## config.mk

```make
export PLATFORM = sky130hd
export DESIGN_NAME = crg_regbank
export DESIGN_NICKNAME = d
export VERILOG_FILES = /design/src/core/crg_pkg.sv /design/src/core/crg_regbank.sv /design/src/core/crg_serial_port.sv
export SDC_FILE = /design/constraint.sdc
export NUM_CORES = 1
export LEC_CHECK = 0
export ABC_AREA = 1
export BUFFER_PORTS_ARGS = -buffer_cell sky130_fd_sc_hd__buf_4
export CORE_MARGIN = 8
export CORE_UTILIZATION = 45
export DETAILED_ROUTE_END_ITERATION = 8
export GPL_ROUTABILITY_DRIVEN = 0
export PLACE_DENSITY_LB_ADDON = 0.08
export SLEW_MARGIN = 20
export SYNTH_ARGS = -nofsm -noshare
export SYNTH_HDL_FRONTEND = slang
export SYNTH_HIERARCHICAL = 1
export SYNTH_SLANG_ARGS = --single-unit
```

## constraint.sdc

```tcl
create_clock -name clk_sys -period 2.5 [get_ports clk_sys]
set_input_delay 0.5 -clock clk_sys [delete_from_list [all_inputs] [get_ports clk_sys]]
set_output_delay 0.5 -clock clk_sys [all_outputs]
set_load 0.1 [all_outputs]
```

## src/core/crg_pkg.sv

```systemverilog
// package for the conversion result and general pin control register bank
// assumes one clock domain; every file that uses names here refers to them as crg_pkg::name
`default_nettype none

package crg_pkg;

  // ----------------------------------------------------------------
  // widths
  // ----------------------------------------------------------------
  localparam int WORD_W       = 16;
  localparam int RESULT_W     = 12;
  localparam int RADDR_W      = 5;
  localparam int WADDR_W      = 4;
  localparam int GPIO_W       = 8;
  localparam int RESULT_COUNT = 9;
  localparam int PIN_COUNT    = 2;
  localparam int COUNT_W      = 4;

  // ----------------------------------------------------------------
  // read addresses
  // ----------------------------------------------------------------
  localparam logic [RADDR_W-1:0] RADDR_PRESSURE_SECOND = 5'h12;
  localparam logic [RADDR_W-1:0] RADDR_AUX_ONE         = 5'h13;
  localparam logic [RADDR_W-1:0] RADDR_AUX_TWO         = 5'h14;
  localparam logic [RADDR_W-1:0] RADDR_AUX_THREE       = 5'h15;
  localparam logic [RADDR_W-1:0] RADDR_BATTERY_ONE     = 5'h16;
  localparam logic [RADDR_W-1:0] RADDR_BATTERY_TWO     = 5'h17;
  localparam logic [RADDR_W-1:0] RADDR_TEMP_SINGLE     = 5'h18;
  localparam logic [RADDR_W-1:0] RADDR_TEMP_DIFF       = 5'h19;
  localparam logic [RADDR_W-1:0] RADDR_PRESSURE_FIRST  = 5'h1a;
  localparam logic [RADDR_W-1:0] RADDR_GPIO_CTRL_FIRST = 5'h1b;

  // ----------------------------------------------------------------
  // write word layout
  // ----------------------------------------------------------------
  localparam logic [WADDR_W-1:0] WADDR_EXTENDED      = 4'hf;
  localparam logic [WADDR_W-1:0] WADDR_CONTROL_FIRST = 4'h1;
  localparam logic [WADDR_W-1:0] EXT_GPIO_CTRL_FIRST = 4'h0;
  localparam int WORD_ADDR_LSB = 12;
  localparam int EXT_ADDR_LSB  = 8;
  localparam int READ_SEL_LSB  = 2;
  localparam logic [COUNT_W-1:0] LAST_BIT = 4'hf;

  // ----------------------------------------------------------------
  // general pin control fields
  // ----------------------------------------------------------------
  localparam int PIN_B          = 0;
  localparam int PIN_A          = 1;
  localparam int PIN_B_BASE     = 0;
  localparam int PIN_A_BASE     = 4;
  localparam int FLD_ALARM_EN   = 0;
  localparam int FLD_DIRECTION  = 1;
  localparam int FLD_POLARITY   = 2;
  localparam int FLD_FUNCTION   = 3;
  localparam logic DIR_INPUT    = 1'b1;
  localparam logic FUNC_GPIO    = 1'b1;

  // ----------------------------------------------------------------
  // reset values
  // ----------------------------------------------------------------
  localparam logic [RESULT_W-1:0] RESULT_RESET    = 12'h000;
  localparam logic [GPIO_W-1:0]   GPIO_CTRL_RESET = 8'h00;
  localparam logic [RADDR_W-1:0]  READ_SEL_RESET  = 5'h00;
  localparam logic [WORD_W-1:0]   WORD_RESET      = 16'h0000;

  // ----------------------------------------------------------------
  // carriers
  // ----------------------------------------------------------------
  typedef struct packed {
    logic                valid;
    logic [RADDR_W-1:0]  chan;
    logic [RESULT_W-1:0] value;
  } crg_result_s;

  typedef struct packed {
    logic alarm_en;
    logic direction;
    logic polarity;
    logic function_sel;
  } crg_pin_cfg_s;

endpackage

`default_nettype wire

```

## src/core/crg_regbank.sv

```systemverilog
// conversion result registers and first general pin control register
// assumes converter results arrive as one-cycle strobes on clk_sys
// Function
// - second pressure result, read-only 12 bits at read address 10010, resets zero
// - first pressure result, read-only 12 bits at read address 11010
// - auxiliary results one to three at 10011, 10100, 10101, read-only, zero reset
// - battery results one and two at 10110 and 10111, read-only, zero reset
// - temperature single-ended at 11000, differential at 11001, read-only
// - write word prefix 1111b selects the extended write map
// - extended write: four address bits then eight data bits
// - reads: write 5-bit read address to control register one, then shift out
// - pin control register written at extended 0000, read at 11011, zero reset
// - bit 0 enables pin b as alarm source, clear masks it
// - bit 1 sets pin b direction: 0 output, 1 input
// - polarity bit makes pin b active low at 0, high at 1
// - bit 3 selects pin b function: 0 analog input two, 1 general pin
// - bit 4 enables pin a as alarm source, clear masks it
// - bit 5 sets pin a direction: 0 output, 1 input
// - bit 6 makes pin a active low at 0, high at 1
// - bit 7 selects pin a function: 0 analog input one, 1 general pin
`default_nettype none

module crg_regbank
(
  // clock and reset
  input  wire logic                            clk_sys,
  input  wire logic                            reset_n,
  input  wire logic                            clk_en,
  // serial pins
  input  wire logic                            serial_clock,
  input  wire logic                            select_n,
  input  wire logic                            data_in,
  output var  logic                            data_out,
  // converter results
  input  wire crg_pkg::crg_result_s            result_in,
  // general pins, index 1 is pin a, index 0 is pin b
  input  wire logic [crg_pkg::PIN_COUNT-1:0]   pin_in,
  input  wire logic [crg_pkg::PIN_COUNT-1:0]   pin_drive_level,
  output var  logic [crg_pkg::PIN_COUNT-1:0]   pin_out,
  output var  logic [crg_pkg::PIN_COUNT-1:0]   pin_oe_n,
  output var  logic [crg_pkg::PIN_COUNT-1:0]   aux_route,
  // alarm
  output var  logic                            alarm
);

  logic [crg_pkg::RESULT_W-1:0]  results [crg_pkg::RESULT_COUNT];
  logic [crg_pkg::GPIO_W-1:0]    gpio_ctrl;
  logic [crg_pkg::RADDR_W-1:0]   read_sel;
  logic [crg_pkg::WORD_W-1:0]    shift_word;
  logic                          word_valid;
  logic [crg_pkg::WORD_W-1:0]    word;
  logic [crg_pkg::WADDR_W-1:0]   word_addr;
  logic [crg_pkg::WADDR_W-1:0]   ext_addr;
  logic                          ext_ctrl_write;
  logic                          read_sel_write;
  logic [crg_pkg::PIN_COUNT-1:0] next_alarm_src;
  crg_pkg::crg_pin_cfg_s         pin_view [crg_pkg::PIN_COUNT];

  // ----------------------------------------------------------------
  // helpers
  // ----------------------------------------------------------------
  function automatic logic result_hit(input logic [crg_pkg::RADDR_W-1:0] addr);
    result_hit = addr >= crg_pkg::RADDR_PRESSURE_SECOND &&
                 addr <= crg_pkg::RADDR_PRESSURE_FIRST;
  endfunction

  function automatic logic [3:0] result_index(input logic [crg_pkg::RADDR_W-1:0] addr);
    logic [crg_pkg::RADDR_W-1:0] diff;
    diff         = addr - crg_pkg::RADDR_PRESSURE_SECOND;
    result_index = diff[3:0];
  endfunction

  function automatic crg_pkg::crg_pin_cfg_s pin_cfg(input logic [crg_pkg::GPIO_W-1:0] ctrl,
                                                   input int pin);
    int base;
    base                 = (pin == crg_pkg::PIN_A) ? crg_pkg::PIN_A_BASE : crg_pkg::PIN_B_BASE;
    pin_cfg.alarm_en     = ctrl[base + crg_pkg::FLD_ALARM_EN];
    pin_cfg.direction    = ctrl[base + crg_pkg::FLD_DIRECTION];
    pin_cfg.polarity     = ctrl[base + crg_pkg::FLD_POLARITY];
    pin_cfg.function_sel = ctrl[base + crg_pkg::FLD_FUNCTION];
  endfunction

  // ----------------------------------------------------------------
  // serial port
  // ----------------------------------------------------------------
  crg_serial_port u_serial
  (
    .clk_sys      (clk_sys),
    .reset_n      (reset_n),
    .clk_en       (clk_en),
    .serial_clock (serial_clock),
    .select_n     (select_n),
    .data_in      (data_in),
    .data_out     (data_out),
    .shift_word   (shift_word),
    .word_valid   (word_valid),
    .word         (word)
  );

  // ----------------------------------------------------------------
  // write decode
  // ----------------------------------------------------------------
  assign word_addr      = word[crg_pkg::WORD_W-1:crg_pkg::WORD_ADDR_LSB];
  assign ext_addr       = word[crg_pkg::WORD_ADDR_LSB-1:crg_pkg::EXT_ADDR_LSB];
  assign ext_ctrl_write = word_valid && word_addr == crg_pkg::WADDR_EXTENDED
                          && ext_addr == crg_pkg::EXT_GPIO_CTRL_FIRST;
  assign read_sel_write = word_valid && word_addr == crg_pkg::WADDR_CONTROL_FIRST;

  // read address pointer
  always_ff @(posedge clk_sys or negedge reset_n)
  begin
    if (!reset_n)
      read_sel <= crg_pkg::READ_SEL_RESET;
    else if (clk_en && read_sel_write)
      read_sel <= word[crg_pkg::READ_SEL_LSB +: crg_pkg::RADDR_W];
  end

  // pin control register, data in the low eight bits
  always_ff @(posedge clk_sys or negedge reset_n)
  begin
    if (!reset_n)
      gpio_ctrl <= crg_pkg::GPIO_CTRL_RESET;
    else if (clk_en && ext_ctrl_write)
      gpio_ctrl <= word[crg_pkg::GPIO_W-1:0];
  end

  // ----------------------------------------------------------------
  // result storage: only the converter writes it, never the host
  // ----------------------------------------------------------------
  always_ff @(posedge clk_sys or negedge reset_n)
  begin
    if (!reset_n)
    begin
      for (int i = 0; i < crg_pkg::RESULT_COUNT; i++)
        results[i] <= crg_pkg::RESULT_RESET;
    end
    else if (clk_en && result_in.valid && result_hit(result_in.chan))
      results[result_index(result_in.chan)] <= result_in.value;
  end

  // ----------------------------------------------------------------
  // read mux, zero-extended into the outgoing word
  // ----------------------------------------------------------------
  always_comb
  begin
    shift_word = crg_pkg::WORD_RESET;
    if (result_hit(read_sel))
      shift_word[crg_pkg::RESULT_W-1:0] = results[result_index(read_sel)];
    else if (read_sel == crg_pkg::RADDR_GPIO_CTRL_FIRST)
      shift_word[crg_pkg::GPIO_W-1:0] = gpio_ctrl;
  end

  // ----------------------------------------------------------------
  // pin control; the pin only drives as a general output, so an
  // analog input never fights the output stage
  // ----------------------------------------------------------------
  always_ff @(posedge clk_sys or negedge reset_n)
  begin
    if (!reset_n)
    begin
      pin_out   <= '0;
      pin_oe_n  <= '1;
      aux_route <= '1;
    end
    else if (clk_en)
    begin
      for (int p = 0; p < crg_pkg::PIN_COUNT; p++)
      begin
        aux_route[p] <= pin_view[p].function_sel != crg_pkg::FUNC_GPIO;
        pin_oe_n[p]  <= !(pin_view[p].function_sel == crg_pkg::FUNC_GPIO &&
                          pin_view[p].direction != crg_pkg::DIR_INPUT);
        pin_out[p]   <= pin_view[p].polarity ? pin_drive_level[p]
                                             : !pin_drive_level[p];
      end
    end
  end

  // ----------------------------------------------------------------
  // alarm: registered level, not latched, so it drops one clock after the pin does
  // ----------------------------------------------------------------
  always_comb
  begin
    for (int p = 0; p < crg_pkg::PIN_COUNT; p++)
    begin
      pin_view[p]       = pin_cfg(gpio_ctrl, p);
      next_alarm_src[p] = pin_view[p].alarm_en &&
                          pin_view[p].direction == crg_pkg::DIR_INPUT &&
                          pin_view[p].function_sel == crg_pkg::FUNC_GPIO &&
                          pin_in[p] == pin_view[p].polarity;
    end
  end

  always_ff @(posedge clk_sys or negedge reset_n)
  begin
    if (!reset_n)
      alarm <= 1'b0;
    else if (clk_en)
      alarm <= |next_alarm_src;
  end

  // ----------------------------------------------------------------
  // checks
  // ----------------------------------------------------------------
  AST_RESULT_CAPTURE: assert property (
    @(posedge clk_sys) disable iff (!reset_n)
    clk_en && result_in.valid && result_in.chan == crg_pkg::RADDR_PRESSURE_SECOND
    |=> results[0] == $past(result_in.value))
    else $error("second pressure result not captured");

  AST_RESULT_READ: assert property (
    @(posedge clk_sys) disable iff (!reset_n)
    read_sel == crg_pkg::RADDR_PRESSURE_FIRST
    |-> shift_word == {4'h0, results[8]})
    else $error("first pressure result not on read word");

  AST_RESULT_HOLD: assert property (
    @(posedge clk_sys) disable iff (!reset_n)
    !result_in.valid |=> $stable(results[1]) && $stable(results[2]) && $stable(results[3]))
    else $error("auxiliary result changed without converter strobe");

  AST_BATTERY_READ: assert property (
    @(posedge clk_sys) disable iff (!reset_n)
    read_sel == crg_pkg::RADDR_BATTERY_TWO |-> shift_word[11:0] == results[5])
    else $error("battery two result not on read word");

  AST_TEMP_READ: assert property (
    @(posedge clk_sys) disable iff (!reset_n)
    read_sel == crg_pkg::RADDR_TEMP_DIFF |-> shift_word[11:0] == results[7])
    else $error("differential temperature not on read word");

  AST_EXT_WRITE: assert property (
    @(posedge clk_sys) disable iff (!reset_n)
    clk_en && word_valid && word[15:12] == 4'hf && word[11:8] == 4'h0
    |=> gpio_ctrl == $past(word[7:0]))
    else $error("extended write did not reach pin control");

  AST_EXT_OTHER: assert property (
    @(posedge clk_sys) disable iff (!reset_n)
    word_valid && (word[15:12] != 4'hf || word[11:8] != 4'h0) |=> $stable(gpio_ctrl))
    else $error("pin control changed on a foreign write");

  AST_READ_SELECT: assert property (
    @(posedge clk_sys) disable iff (!reset_n)
    clk_en && read_sel_write |=> read_sel == $past(word[6:2]))
    else $error("read address not loaded");

  AST_CTRL_READ: assert property (
    @(posedge clk_sys) disable iff (!reset_n)
    read_sel == 5'h1b |-> shift_word == {8'h00, gpio_ctrl})
    else $error("pin control not on read word");

  AST_DRIVE_B: assert property (
    @(posedge clk_sys) disable iff (!reset_n)
    clk_en && gpio_ctrl[3] && !gpio_ctrl[1] |=> !pin_oe_n[0])
    else $error("pin b not driving as output");

  AST_ANALOG_A: assert property (
    @(posedge clk_sys) disable iff (!reset_n)
    clk_en && !gpio_ctrl[7] |=> aux_route[1] && pin_oe_n[1])
    else $error("pin a driven while routed to analog");

  AST_ALARM_A: assert property (
    @(posedge clk_sys) disable iff (!reset_n)
    clk_en && gpio_ctrl[7:4] == 4'b1111 && pin_in[1] |=> alarm)
    else $error("active-high pin a failed to raise alarm");

  AST_ALARM_MASK: assert property (
    @(posedge clk_sys) disable iff (!reset_n)
    clk_en && !gpio_ctrl[0] && !gpio_ctrl[4] |=> !alarm)
    else $error("alarm raised with both sources masked");

  AST_ALARM_LOW: assert property (
    @(posedge clk_sys) disable iff (!reset_n)
    clk_en && gpio_ctrl[4] == 1'b0 && gpio_ctrl[3:0] == 4'b1011 && !pin_in[0] |=> alarm)
    else $error("active-low pin b failed to raise alarm");

  AST_POLARITY_A: assert property (
    @(posedge clk_sys) disable iff (!reset_n)
    clk_en && !gpio_ctrl[6] |=> pin_out[1] == !$past(pin_drive_level[1]))
    else $error("active-low pin a not driven inverted");

  AST_DRIVE_A: assert property (
    @(posedge clk_sys) disable iff (!reset_n)
    clk_en && gpio_ctrl[7] && gpio_ctrl[5] |=> pin_oe_n[1])
    else $error("pin a driven while set as input");

  AST_ANALOG_B: assert property (
    @(posedge clk_sys) disable iff (!reset_n)
    clk_en && !gpio_ctrl[3] |=> aux_route[0] && pin_oe_n[0])
    else $error("pin b driven while routed to analog");

  // the read pin rests low between frames so a shared line sees no stray level
  AST_SERIAL_IDLE: assert property (
    @(posedge clk_sys) disable iff (!reset_n)
    clk_en && select_n |=> !data_out)
    else $error("serial output not low outside a frame");

  AST_FREEZE: assert property (
    @(posedge clk_sys) disable iff (!reset_n)
    !clk_en |=> $stable(gpio_ctrl) && $stable(read_sel) && $stable(alarm))
    else $error("state moved while clock enable low");

endmodule

`default_nettype wire

```

## src/core/crg_serial_port.sv

```systemverilog
// serial frame shifter: 16-bit words in on data_in, one word out on data_out
// assumes serial pins are synchronous to clk_sys and sclk is much slower
`default_nettype none

module crg_serial_port
(
  // clock and reset
  input  wire logic                        clk_sys,
  input  wire logic                        reset_n,
  input  wire logic                        clk_en,
  // serial pins
  input  wire logic                        serial_clock,
  input  wire logic                        select_n,
  input  wire logic                        data_in,
  output var  logic                        data_out,
  // word side
  input  wire logic [crg_pkg::WORD_W-1:0]  shift_word,
  output var  logic                        word_valid,
  output var  logic [crg_pkg::WORD_W-1:0]  word
);

  logic                        clock_q;
  logic                        select_q;
  logic [crg_pkg::COUNT_W-1:0] bit_count;
  logic [crg_pkg::WORD_W-1:0]  shift_in;
  logic [crg_pkg::WORD_W-1:0]  shift_out;
  logic                        rise;
  logic                        fall;
  logic                        frame_start;

  assign rise        = serial_clock & ~clock_q & ~select_n;
  assign fall        = ~serial_clock & clock_q & ~select_n;
  assign frame_start = select_q & ~select_n;

  // ----------------------------------------------------------------
  // edge history
  // ----------------------------------------------------------------
  always_ff @(posedge clk_sys or negedge reset_n)
  begin
    if (!reset_n)
    begin
      clock_q  <= 1'b0;
      select_q <= 1'b1;
    end
    else if (clk_en)
    begin
      clock_q  <= serial_clock;
      select_q <= select_n;
    end
  end

  // ----------------------------------------------------------------
  // receive: msb first on rising edges, word closes on the 16th
  // ----------------------------------------------------------------
  always_ff @(posedge clk_sys or negedge reset_n)
  begin
    if (!reset_n)
    begin
      bit_count  <= '0;
      shift_in   <= crg_pkg::WORD_RESET;
      word       <= crg_pkg::WORD_RESET;
      word_valid <= 1'b0;
    end
    else if (clk_en)
    begin
      word_valid <= 1'b0;
      if (select_n)
        bit_count <= '0;
      else if (rise)
      begin
        shift_in  <= {shift_in[crg_pkg::WORD_W-2:0], data_in};
        bit_count <= bit_count + 1'b1;
        if (bit_count == crg_pkg::LAST_BIT)
        begin
          word       <= {shift_in[crg_pkg::WORD_W-2:0], data_in};
          word_valid <= 1'b1;
        end
      end
    end
  end

  // ----------------------------------------------------------------
  // transmit: word captured at frame start so a mid-frame write
  // cannot tear the value being read
  // ----------------------------------------------------------------
  always_ff @(posedge clk_sys or negedge reset_n)
  begin
    if (!reset_n)
    begin
      shift_out <= crg_pkg::WORD_RESET;
      data_out  <= 1'b0;
    end
    else if (clk_en)
    begin
      if (frame_start)
      begin
        data_out  <= shift_word[crg_pkg::WORD_W-1];
        shift_out <= {shift_word[crg_pkg::WORD_W-2:0], 1'b0};
      end
      else if (fall)
      begin
        data_out  <= shift_out[crg_pkg::WORD_W-1];
        shift_out <= {shift_out[crg_pkg::WORD_W-2:0], 1'b0};
      end
      else if (select_n)
        data_out <= 1'b0;
    end
  end

endmodule

`default_nettype wire

```

==> flow_summary_export.csv, run 1 <==
group,metric,value,unit
worst_setup_path,cp-end-kind,"register",
global_route,grt_pass1_vias,6898,
synthesis,synthArstFlopShare,1.000,
global_route,grt_start_max_net_pins,56,
worst_setup_path,path_depth,12,
worst_setup_path,r2r_setup_slack,0.41,ns
timing,fin_crit_sh,0.8376,
synthesis,synth-edff-count,0,
worst_setup_path,cp-start-kind,"register",
floorplan,dieArea,24480,um2
min_path,hold_path_class,"in -> async",
power_and_ir_drop,pwr_density_cell,688.0,nW/um2
global_route,grt_use_met3,0.03337,
synthesis,synth_top_area_cell,"dfrtp_1",
cts,cts_tree,"built",
cts,holdBufCountCts,0,
global_route,grt_pass1_wl,37190,um
global_route,gr-max-usage-layer,"met2",
worst_setup_path,max_stage_delay,0.40,ns
cts,postCtsResizedCells,0,
floorplan,ios,36,
route,vias_per_cell,4.900,
power_and_ir_drop,leakage,0.004978,uW
timing,fmax,477.5,MHz
placed_design,port_buffers,35,
timing,holdWs,-0.01053,ns
worst_setup_path,crit_slowest_cell,"dfrtp_1",
worst_setup_path,cp.arrival,2.47,ns
timing,drv_slew,0,
cells_and_area,mostFrequentLayoutCells,"409 x nand2_1, 177 x dfrtp_1, 108 x inv_1",
global_route,met2_usage,0.2920,
placed_design,dp_hpwl,14870,um
route,vias,7002,
floorplan,die_w,156.5,um
cells_and_area,antennaDiodeCount,0,
route,drc,0,
synthesis,postSynthCellCount,1119,
synthesis,synth-seq-cells,182,
synthesis,synth_area_leaders,"dfrtp_1 50%, nand2_1 17%, o21ai_1 4.7%",
global_route,grt.total_usage,0.1945,
timing,tightest_slew,0.8221,ns
worst_setup_path,reg2regPathDepth,12,
worst_setup_path,required,2.87,ns
worst_setup_path,cp-startpoint,"read_sel[1]$_DFFE_PN0P_",
worst_setup_path,worst-path-buf-inv,2,
timing,tns,0,ns
worst_setup_path,path_delay_family,"simple AND/OR/NAND/NOR gates",
synthesis,synth_top_area_frac,0.4989,
cts,worstSkewPairLatency,0.44,ns
cts,cts_setup_buffers,0,
timing,slew_headroom,0.4513,
worst_setup_path,crit_path_frequent_cell,"nand2_1",
floorplan,initial_core_util,0.4576,
timing,setup_viol,0,
worst_setup_path,rr_endpoint,"u_serial/shift_out[6]$_DFFE_PN0P_",
worst_setup_path,crit_chain,"buf_4 -> nand2_1 -> buf_4 -> nor2_4 -> nand2_1 -> nor2_1 -> nor2_1 -> a21oi_1 -> nand2_1 -> nand2_1 -> nand2_1 -> nand2_1",
cells_and_area,utilization,0.5103,
worst_setup_path,critPathMaxFanout,8,
run,maxCapViolCount,0,
cts,cts_made_buffers,17,
timing,hold_violations,7,
synthesis,synthDistinctLibCells,35,
cells_and_area,layout-drive-gt1-share,0.1211,
synthesis,syn_area,8877,um2
route,ant_nets,0,
run_status,status,"complete, but fails checks",
synthesis,synth_warnings,6,
global_route,grt_overflow,0,
global_route,grt_use_met1,0.2884,
route,drt-initial-drc-count,537,
synthesis,synth-seq-area-share,0.5137,
route,wl,22030,um
floorplan,rows,51,
floorplan,core,19400,um2
floorplan,die_h,156.5,um
cells_and_area,final_common_cell,"nand2_1",
worst_setup_path,crit_path_end,"u_serial/shift_out[6]$_DFFE_PN0P_",
cts,cts_root_buf,"clkbuf_16",
cts,clkTransAtPathRegs,0.08,ns
synthesis,synthFlopType,"dfrtp_1",
route,firstDrtPassIters,5,
cts,clock_path_buffers,2,
power_and_ir_drop,vdd_drop_max,444.9,uV
synthesis,syn_area_per_cell,7.933,um2
run_status,violations,"hold timing",
timing,finalCriticalPeriod,2.094,ns
worst_setup_path,critPathKind,"reg -> reg",
worst_setup_path,r2r-start,"read_sel[1]$_DFFE_PN0P_",
global_route,antenna_found_initial,0,
timing,rsz0062_at_grt,"no",
cells_and_area,layout.nets,1184,
cts,cts_sinks,182,
timing,fin_worst_skew,0.009602,ns
cts,htreeDepth,4,
cells_and_area,syn_to_final_growth,11.52,%
route,avgRoutedWirePerCell,15.42,um
## per-layer routing
metal | part of all wire | wire length (um) | up-vias
li1 | - | - | 3600
met1 | 0.51 | 11310 | 3304
met2 | 0.45 | 9876 | 89
met3 | 0.031 | 688 | 9
met4 | 0.0069 | 153 | 0
met5 | 0 | 0 | -
## Yosys cell counts (all sizes together), types with 5 or more instances
cell	count
clkbuf	11
nor2	82
a21oi	19
buf	37
nand4	15
o21ai	139
ha	5
nand2	417
nand3	74
dfstp	5
inv	113
o211ai	7
dfrtp	177
## logic make-up (layout without fill, tap and decap cells)
group | Yosys count | in the layout | share of synthesized area
AND/OR/NAND/NOR | 597 | 597 | 0.2820
flip-flops | 182 | 182 | 0.5137
AO/OA/AOI/OAI | 166 | 166 | 0.1050
buffers and inverters | 164 | 206 | 0.08781
adder cells (fa/ha/maj) | 5 | 5 | 0.007047
XOR/XNOR | 4 | 4 | 0.003946
other | 1 | 4 | 0.0004224
## metrics by stage
step	worst slack [ns]	cells	total power [uW]	instance area, um2
final	0.4059	1429	6811	9899
after global routing	0.1781	1429	7165	9899
after CTS	0.4200	1429	6889	9899
after detailed placement	0.4303	1397	4268	9344
after global placement	0.4468	1397	4253	9344
after floorplan	0.3538	1122	3996	8889
## cell type report
cell class	count	area [um2]
inverter	116	436.7
clock inverter	14	126.4
tap	265	331.6
clock buffer	18	429.2
sequential	182	4561
fill	1979	9499
timing repair buffer	58	466.7
multi-input combinational	776	3548
## how the worst min path moves through the flow
stage          slack [ns]                 endpoint                    start  depth (start not counted)
2_1_floorplan        0.20        alarm$_DFFE_PN0P_                  reset_n                          0
3_3_place_gp         0.46  results[58]$_DFFE_PN0P_  results[58]$_DFFE_PN0P_                          2
3_5_place_dp         0.46  results[51]$_DFFE_PN0P_  results[51]$_DFFE_PN0P_                          2
4_1_cts             0.002  results[22]$_DFFE_PN0P_                  reset_n                          1
5_1_grt              0.01  results[12]$_DFFE_PN0P_                  reset_n                          1
6_report            -0.01  results[12]$_DFFE_PN0P_                  reset_n                          1
## report_power, final
part / internal [uW] / leakage (uW) / switching, uW
Sequential: 3250 / 0.00244 / 159
Combinational: 276 / 0.00226 / 523
Clock: 1320 / 0.000276 / 1280
Total: 4850 / 0.00498 / 1970
## sequential cells by signal, indices dropped and copies added, names as in the netlist
signal,count
gpio_ctrl,8
u_serial/shift_in,15
u_serial/clock_q,1
u_serial/word_valid,1
u_serial/select_q,1
u_serial/word,16
results,108
pin_oe_n,2
aux_route,2
alarm,1
u_serial/bit_count,4
pin_out,2
u_serial/data_out,1
u_serial/shift_out,15
read_sel,5
Note: power is estimated with default switching activity, not from simulation.
==> run 2: changes to the inputs <==
Clock period 2.5 ns to 1.7 ns, I/O delays scaled along.
==> run 2 against run 1 <==
Effect of this change:
- the run ends with setup timing left
- combinational power up 50%
- critical path depth down 1
- clock skew rose by 0.0036 ns
- final area increased by 5.6%
- worst setup slack worse by 0.44 ns
- sequential cell count is the same
- register-to-register slack got worse by 0.44 ns
- clock power is 55% higher
- clock-buffer cell count rose by 2
- critical path type unchanged
==> flow_summary_export.csv, run 2 (synthesis results as in run 1) <==
group,metric,value,unit
cells_and_area,syn_to_final_growth,17.76,%
placed_design,post-place-ws,-0.1311,ns
worst_setup_path,reg2regPathDepth,11,
cts,cts_made_buffers,17,
floorplan,initial_core_util,0.4576,
cts,cts_sinks,182,
route,highest_layer,"met4",
worst_setup_path,required,2.06,ns
placed_design,port_buffers,35,
cells_and_area,antennaDiodeCount,0,
floorplan,rows,51,
min_path,whs_endpoint,"results[58]$_DFFE_PN0P_",
timing,fin_worst_skew,0.01317,ns
worst_setup_path,critPathKind,"reg -> reg",
worst_setup_path,r2r-start,"read_sel[1]$_DFFE_PN0P_",
timing,rsz0062_at_grt,"yes",
cells_and_area,layout-drive-gt1-share,0.1600,
global_route,grt_start_max_net_pins,61,
cells_and_area,largest_register,"results",
min_path,min_from,"result_in[10]",
run_status,violations,"setup timing",
worst_setup_path,path_delay_family,"simple AND/OR/NAND/NOR gates",
min_path,hold_path_depth,3,
run,maxCapViolCount,0,
placed_design,dpl_cell_area,9796,um2
power_and_ir_drop,power.internal,7481,uW
worst_setup_path,critPathMaxFanout,20,
worst_setup_path,cp-end-kind,"register",
cells_and_area,utilization,0.5389,
cells_and_area,final_cell_area,10450,um2
timing,fin_ws,-0.03678,ns
route,firstDrtPassIters,7,
power_and_ir_drop,p_switching,2787,uW
timing,hold_violations,0,
timing,fmax,575.8,MHz
power_and_ir_drop,switching_share,0.2714,
cells_and_area,top_regs,"results (108), u_serial/word (16)",
power_and_ir_drop,pwr_density_cell,982.3,nW/um2
worst_setup_path,rr_endpoint,"u_serial/shift_out[5]$_DFFE_PN0P_",
cts,cts_tree,"built",
worst_setup_path,max_stage_delay,0.40,ns
cells_and_area,fin_cells,1465,
global_route,grt_pass1_vias,6974,
global_route,grt.total_usage,0.1948,
route,wl_met1,11230,um
worst_setup_path,crit_slowest_cell,"dfrtp_1",
cts,clkTransAtPathRegs,0.07,ns
timing,fin_crit_sh,1.022,
route,ant_nets,0,
cts,clock_path_buffers,2,
cells_and_area,nFillCells,1927,
worst_setup_path,r2r_setup_slack,-0.04,ns
cts,htreeDepth,4,
worst_setup_path,worst-path-buf-inv,3,
worst_setup_path,crit_chain,"clkinv_2 -> buf_4 -> buf_4 -> nand3_1 -> nand3b_1 -> nand3_1 -> a21oi_1 -> nand2_1 -> nand2_1 -> nand2_1 -> nand2_1",
placed_design,dp_cells,1432,
route,drt-initial-drc-count,593,
worst_setup_path,cp.arrival,2.10,ns
timing,finalCriticalPeriod,1.737,ns
worst_setup_path,crit_path_frequent_cell,"nand2_1",
cells_and_area,mostFrequentLayoutCells,"404 x nand2_1, 177 x dfrtp_1, 103 x inv_1",
route,wl,22480,um
cells_and_area,final_common_cell,"nand2_1",
global_route,grt_overflow,0,
cts,worstSkewPairLatency,0.43,ns
route,met2_length,10100,um
route,vias_per_cell,4.954,
timing,setup_viol,5,
power_and_ir_drop,power_frac_clock,0.393,
floorplan,die_w,156.5,um
floorplan,core,19400,um2
route,avgRoutedWirePerCell,15.35,um
floorplan,ios,36,
timing,drv_slew,0,
floorplan,die_h,156.5,um
placed_design,dp_hpwl,15870,um
worst_setup_path,cp-start-kind,"register",
min_path,hold_path_class,"in -> reg",
power_and_ir_drop,finalPower,10270,uW
route,drc,0,
power_and_ir_drop,combPwrFrac,0.117,
power_and_ir_drop,leakage,0.005238,uW
power_and_ir_drop,vdd_drop_max,674.8,uV
power_and_ir_drop,power_frac_seq,0.490,
route,met3_length,855,um
global_route,antenna_found_initial,0,
cts,cts_root_buf,"clkbuf_16",
cells_and_area,seqCellArea,4561,um2
cells_and_area,layout.nets,1220,
run_status,status,"complete, but fails checks",
cells_and_area,largest_reg_flops,108,
floorplan,dieArea,24480,um2
cells_and_area,multiInputGateArea,3598,um2
route,vias,7257,
global_route,grt_pass1_wl,37420,um
## run 2: power groups by stage
stage	logic, uW	registers (uW)	clock network (uW)
floorplan	741	5140	0
global placement	1190	5090	0
detailed placement	1220	5100	0
CTS	1220	5020	4120
global route	1380	5080	4290
finish	1200	5030	4040
## run 2: timing repair
item | 4_1_cts | 5_1_grt
hold endpoints to repair | 36 | 0
gates resized for setup | 14 | 4
pin swaps | 5 | 2
setup buffers | 1 | 0
hold buffers | 1 | 0
setup endpoints to repair | 10 | 12
## run 2: how the worst max path moves through the flow
stage	startpoint	to	slack [ns]	cells after the start
6_report	read_sel[1]$_DFFE_PN0P_	u_serial/shift_out[5]$_DFFE_PN0P_	-0.04	11
2_1_floorplan	read_sel[1]$_DFFE_PN0P_	u_serial/shift_out[3]$_DFFE_PN0P_	-0.01	14
3_3_place_gp	read_sel[1]$_DFFE_PN0P_	u_serial/shift_out[12]$_DFFE_PN0P_	-0.13	13
3_5_place_dp	read_sel[1]$_DFFE_PN0P_	u_serial/shift_out[12]$_DFFE_PN0P_	-0.13	13
5_1_grt	read_sel[1]$_DFFE_PN0P_	u_serial/shift_out[7]$_DFFE_PN0P_	-0.18	12
4_1_cts	read_sel[1]$_DFFE_PN0P_	u_serial/shift_out[5]$_DFFE_PN0P_	-0.02	11
## run 2: per-layer routing
layer  vias up  track usage
li1       3663            -
met1      3414       0.2890
met2       161       0.2910
met3        19      0.02482
met4         0      0.05675
met5         -            0
## run 2: cell type report
type | instances | area share
Clock buffer | 20 | 0.04369
Clock inverter | 12 | 0.01352
Inverter | 116 | 0.04285
Multi-Input combinational cell | 776 | 0.3442
Sequential cell | 182 | 0.4363
Tap cell | 265 | 0.03172
Timing Repair Buffer | 94 | 0.08773
## run 2: worst reg2reg max path: stages (launching register included)
cell,delay [ns]
dfrtp_1,0.40
clkinv_2,0.08
buf_4,0.28
buf_4,0.19
nand3_1,0.07
nand3b_1,0.14
nand3_1,0.12
a21oi_1,0.15
nand2_1,0.07
nand2_1,0.07
nand2_1,0.05
nand2_1,0.06
## run 2: through the flow
| step | TNS (ns) | hold slack, ns |
|---|---|---|
| 6_report | -0.1165 | 0.1446 |
| 5_1_grt | -1.720 | 0.1538 |
| 4_1_cts | -0.08029 | 0.1362 |
| 3_5_place_dp | -5.410 | 0.3029 |
| 3_3_place_gp | -3.322 | 0.3003 |
| 2_1_floorplan | -0.07160 | 0.04441 |
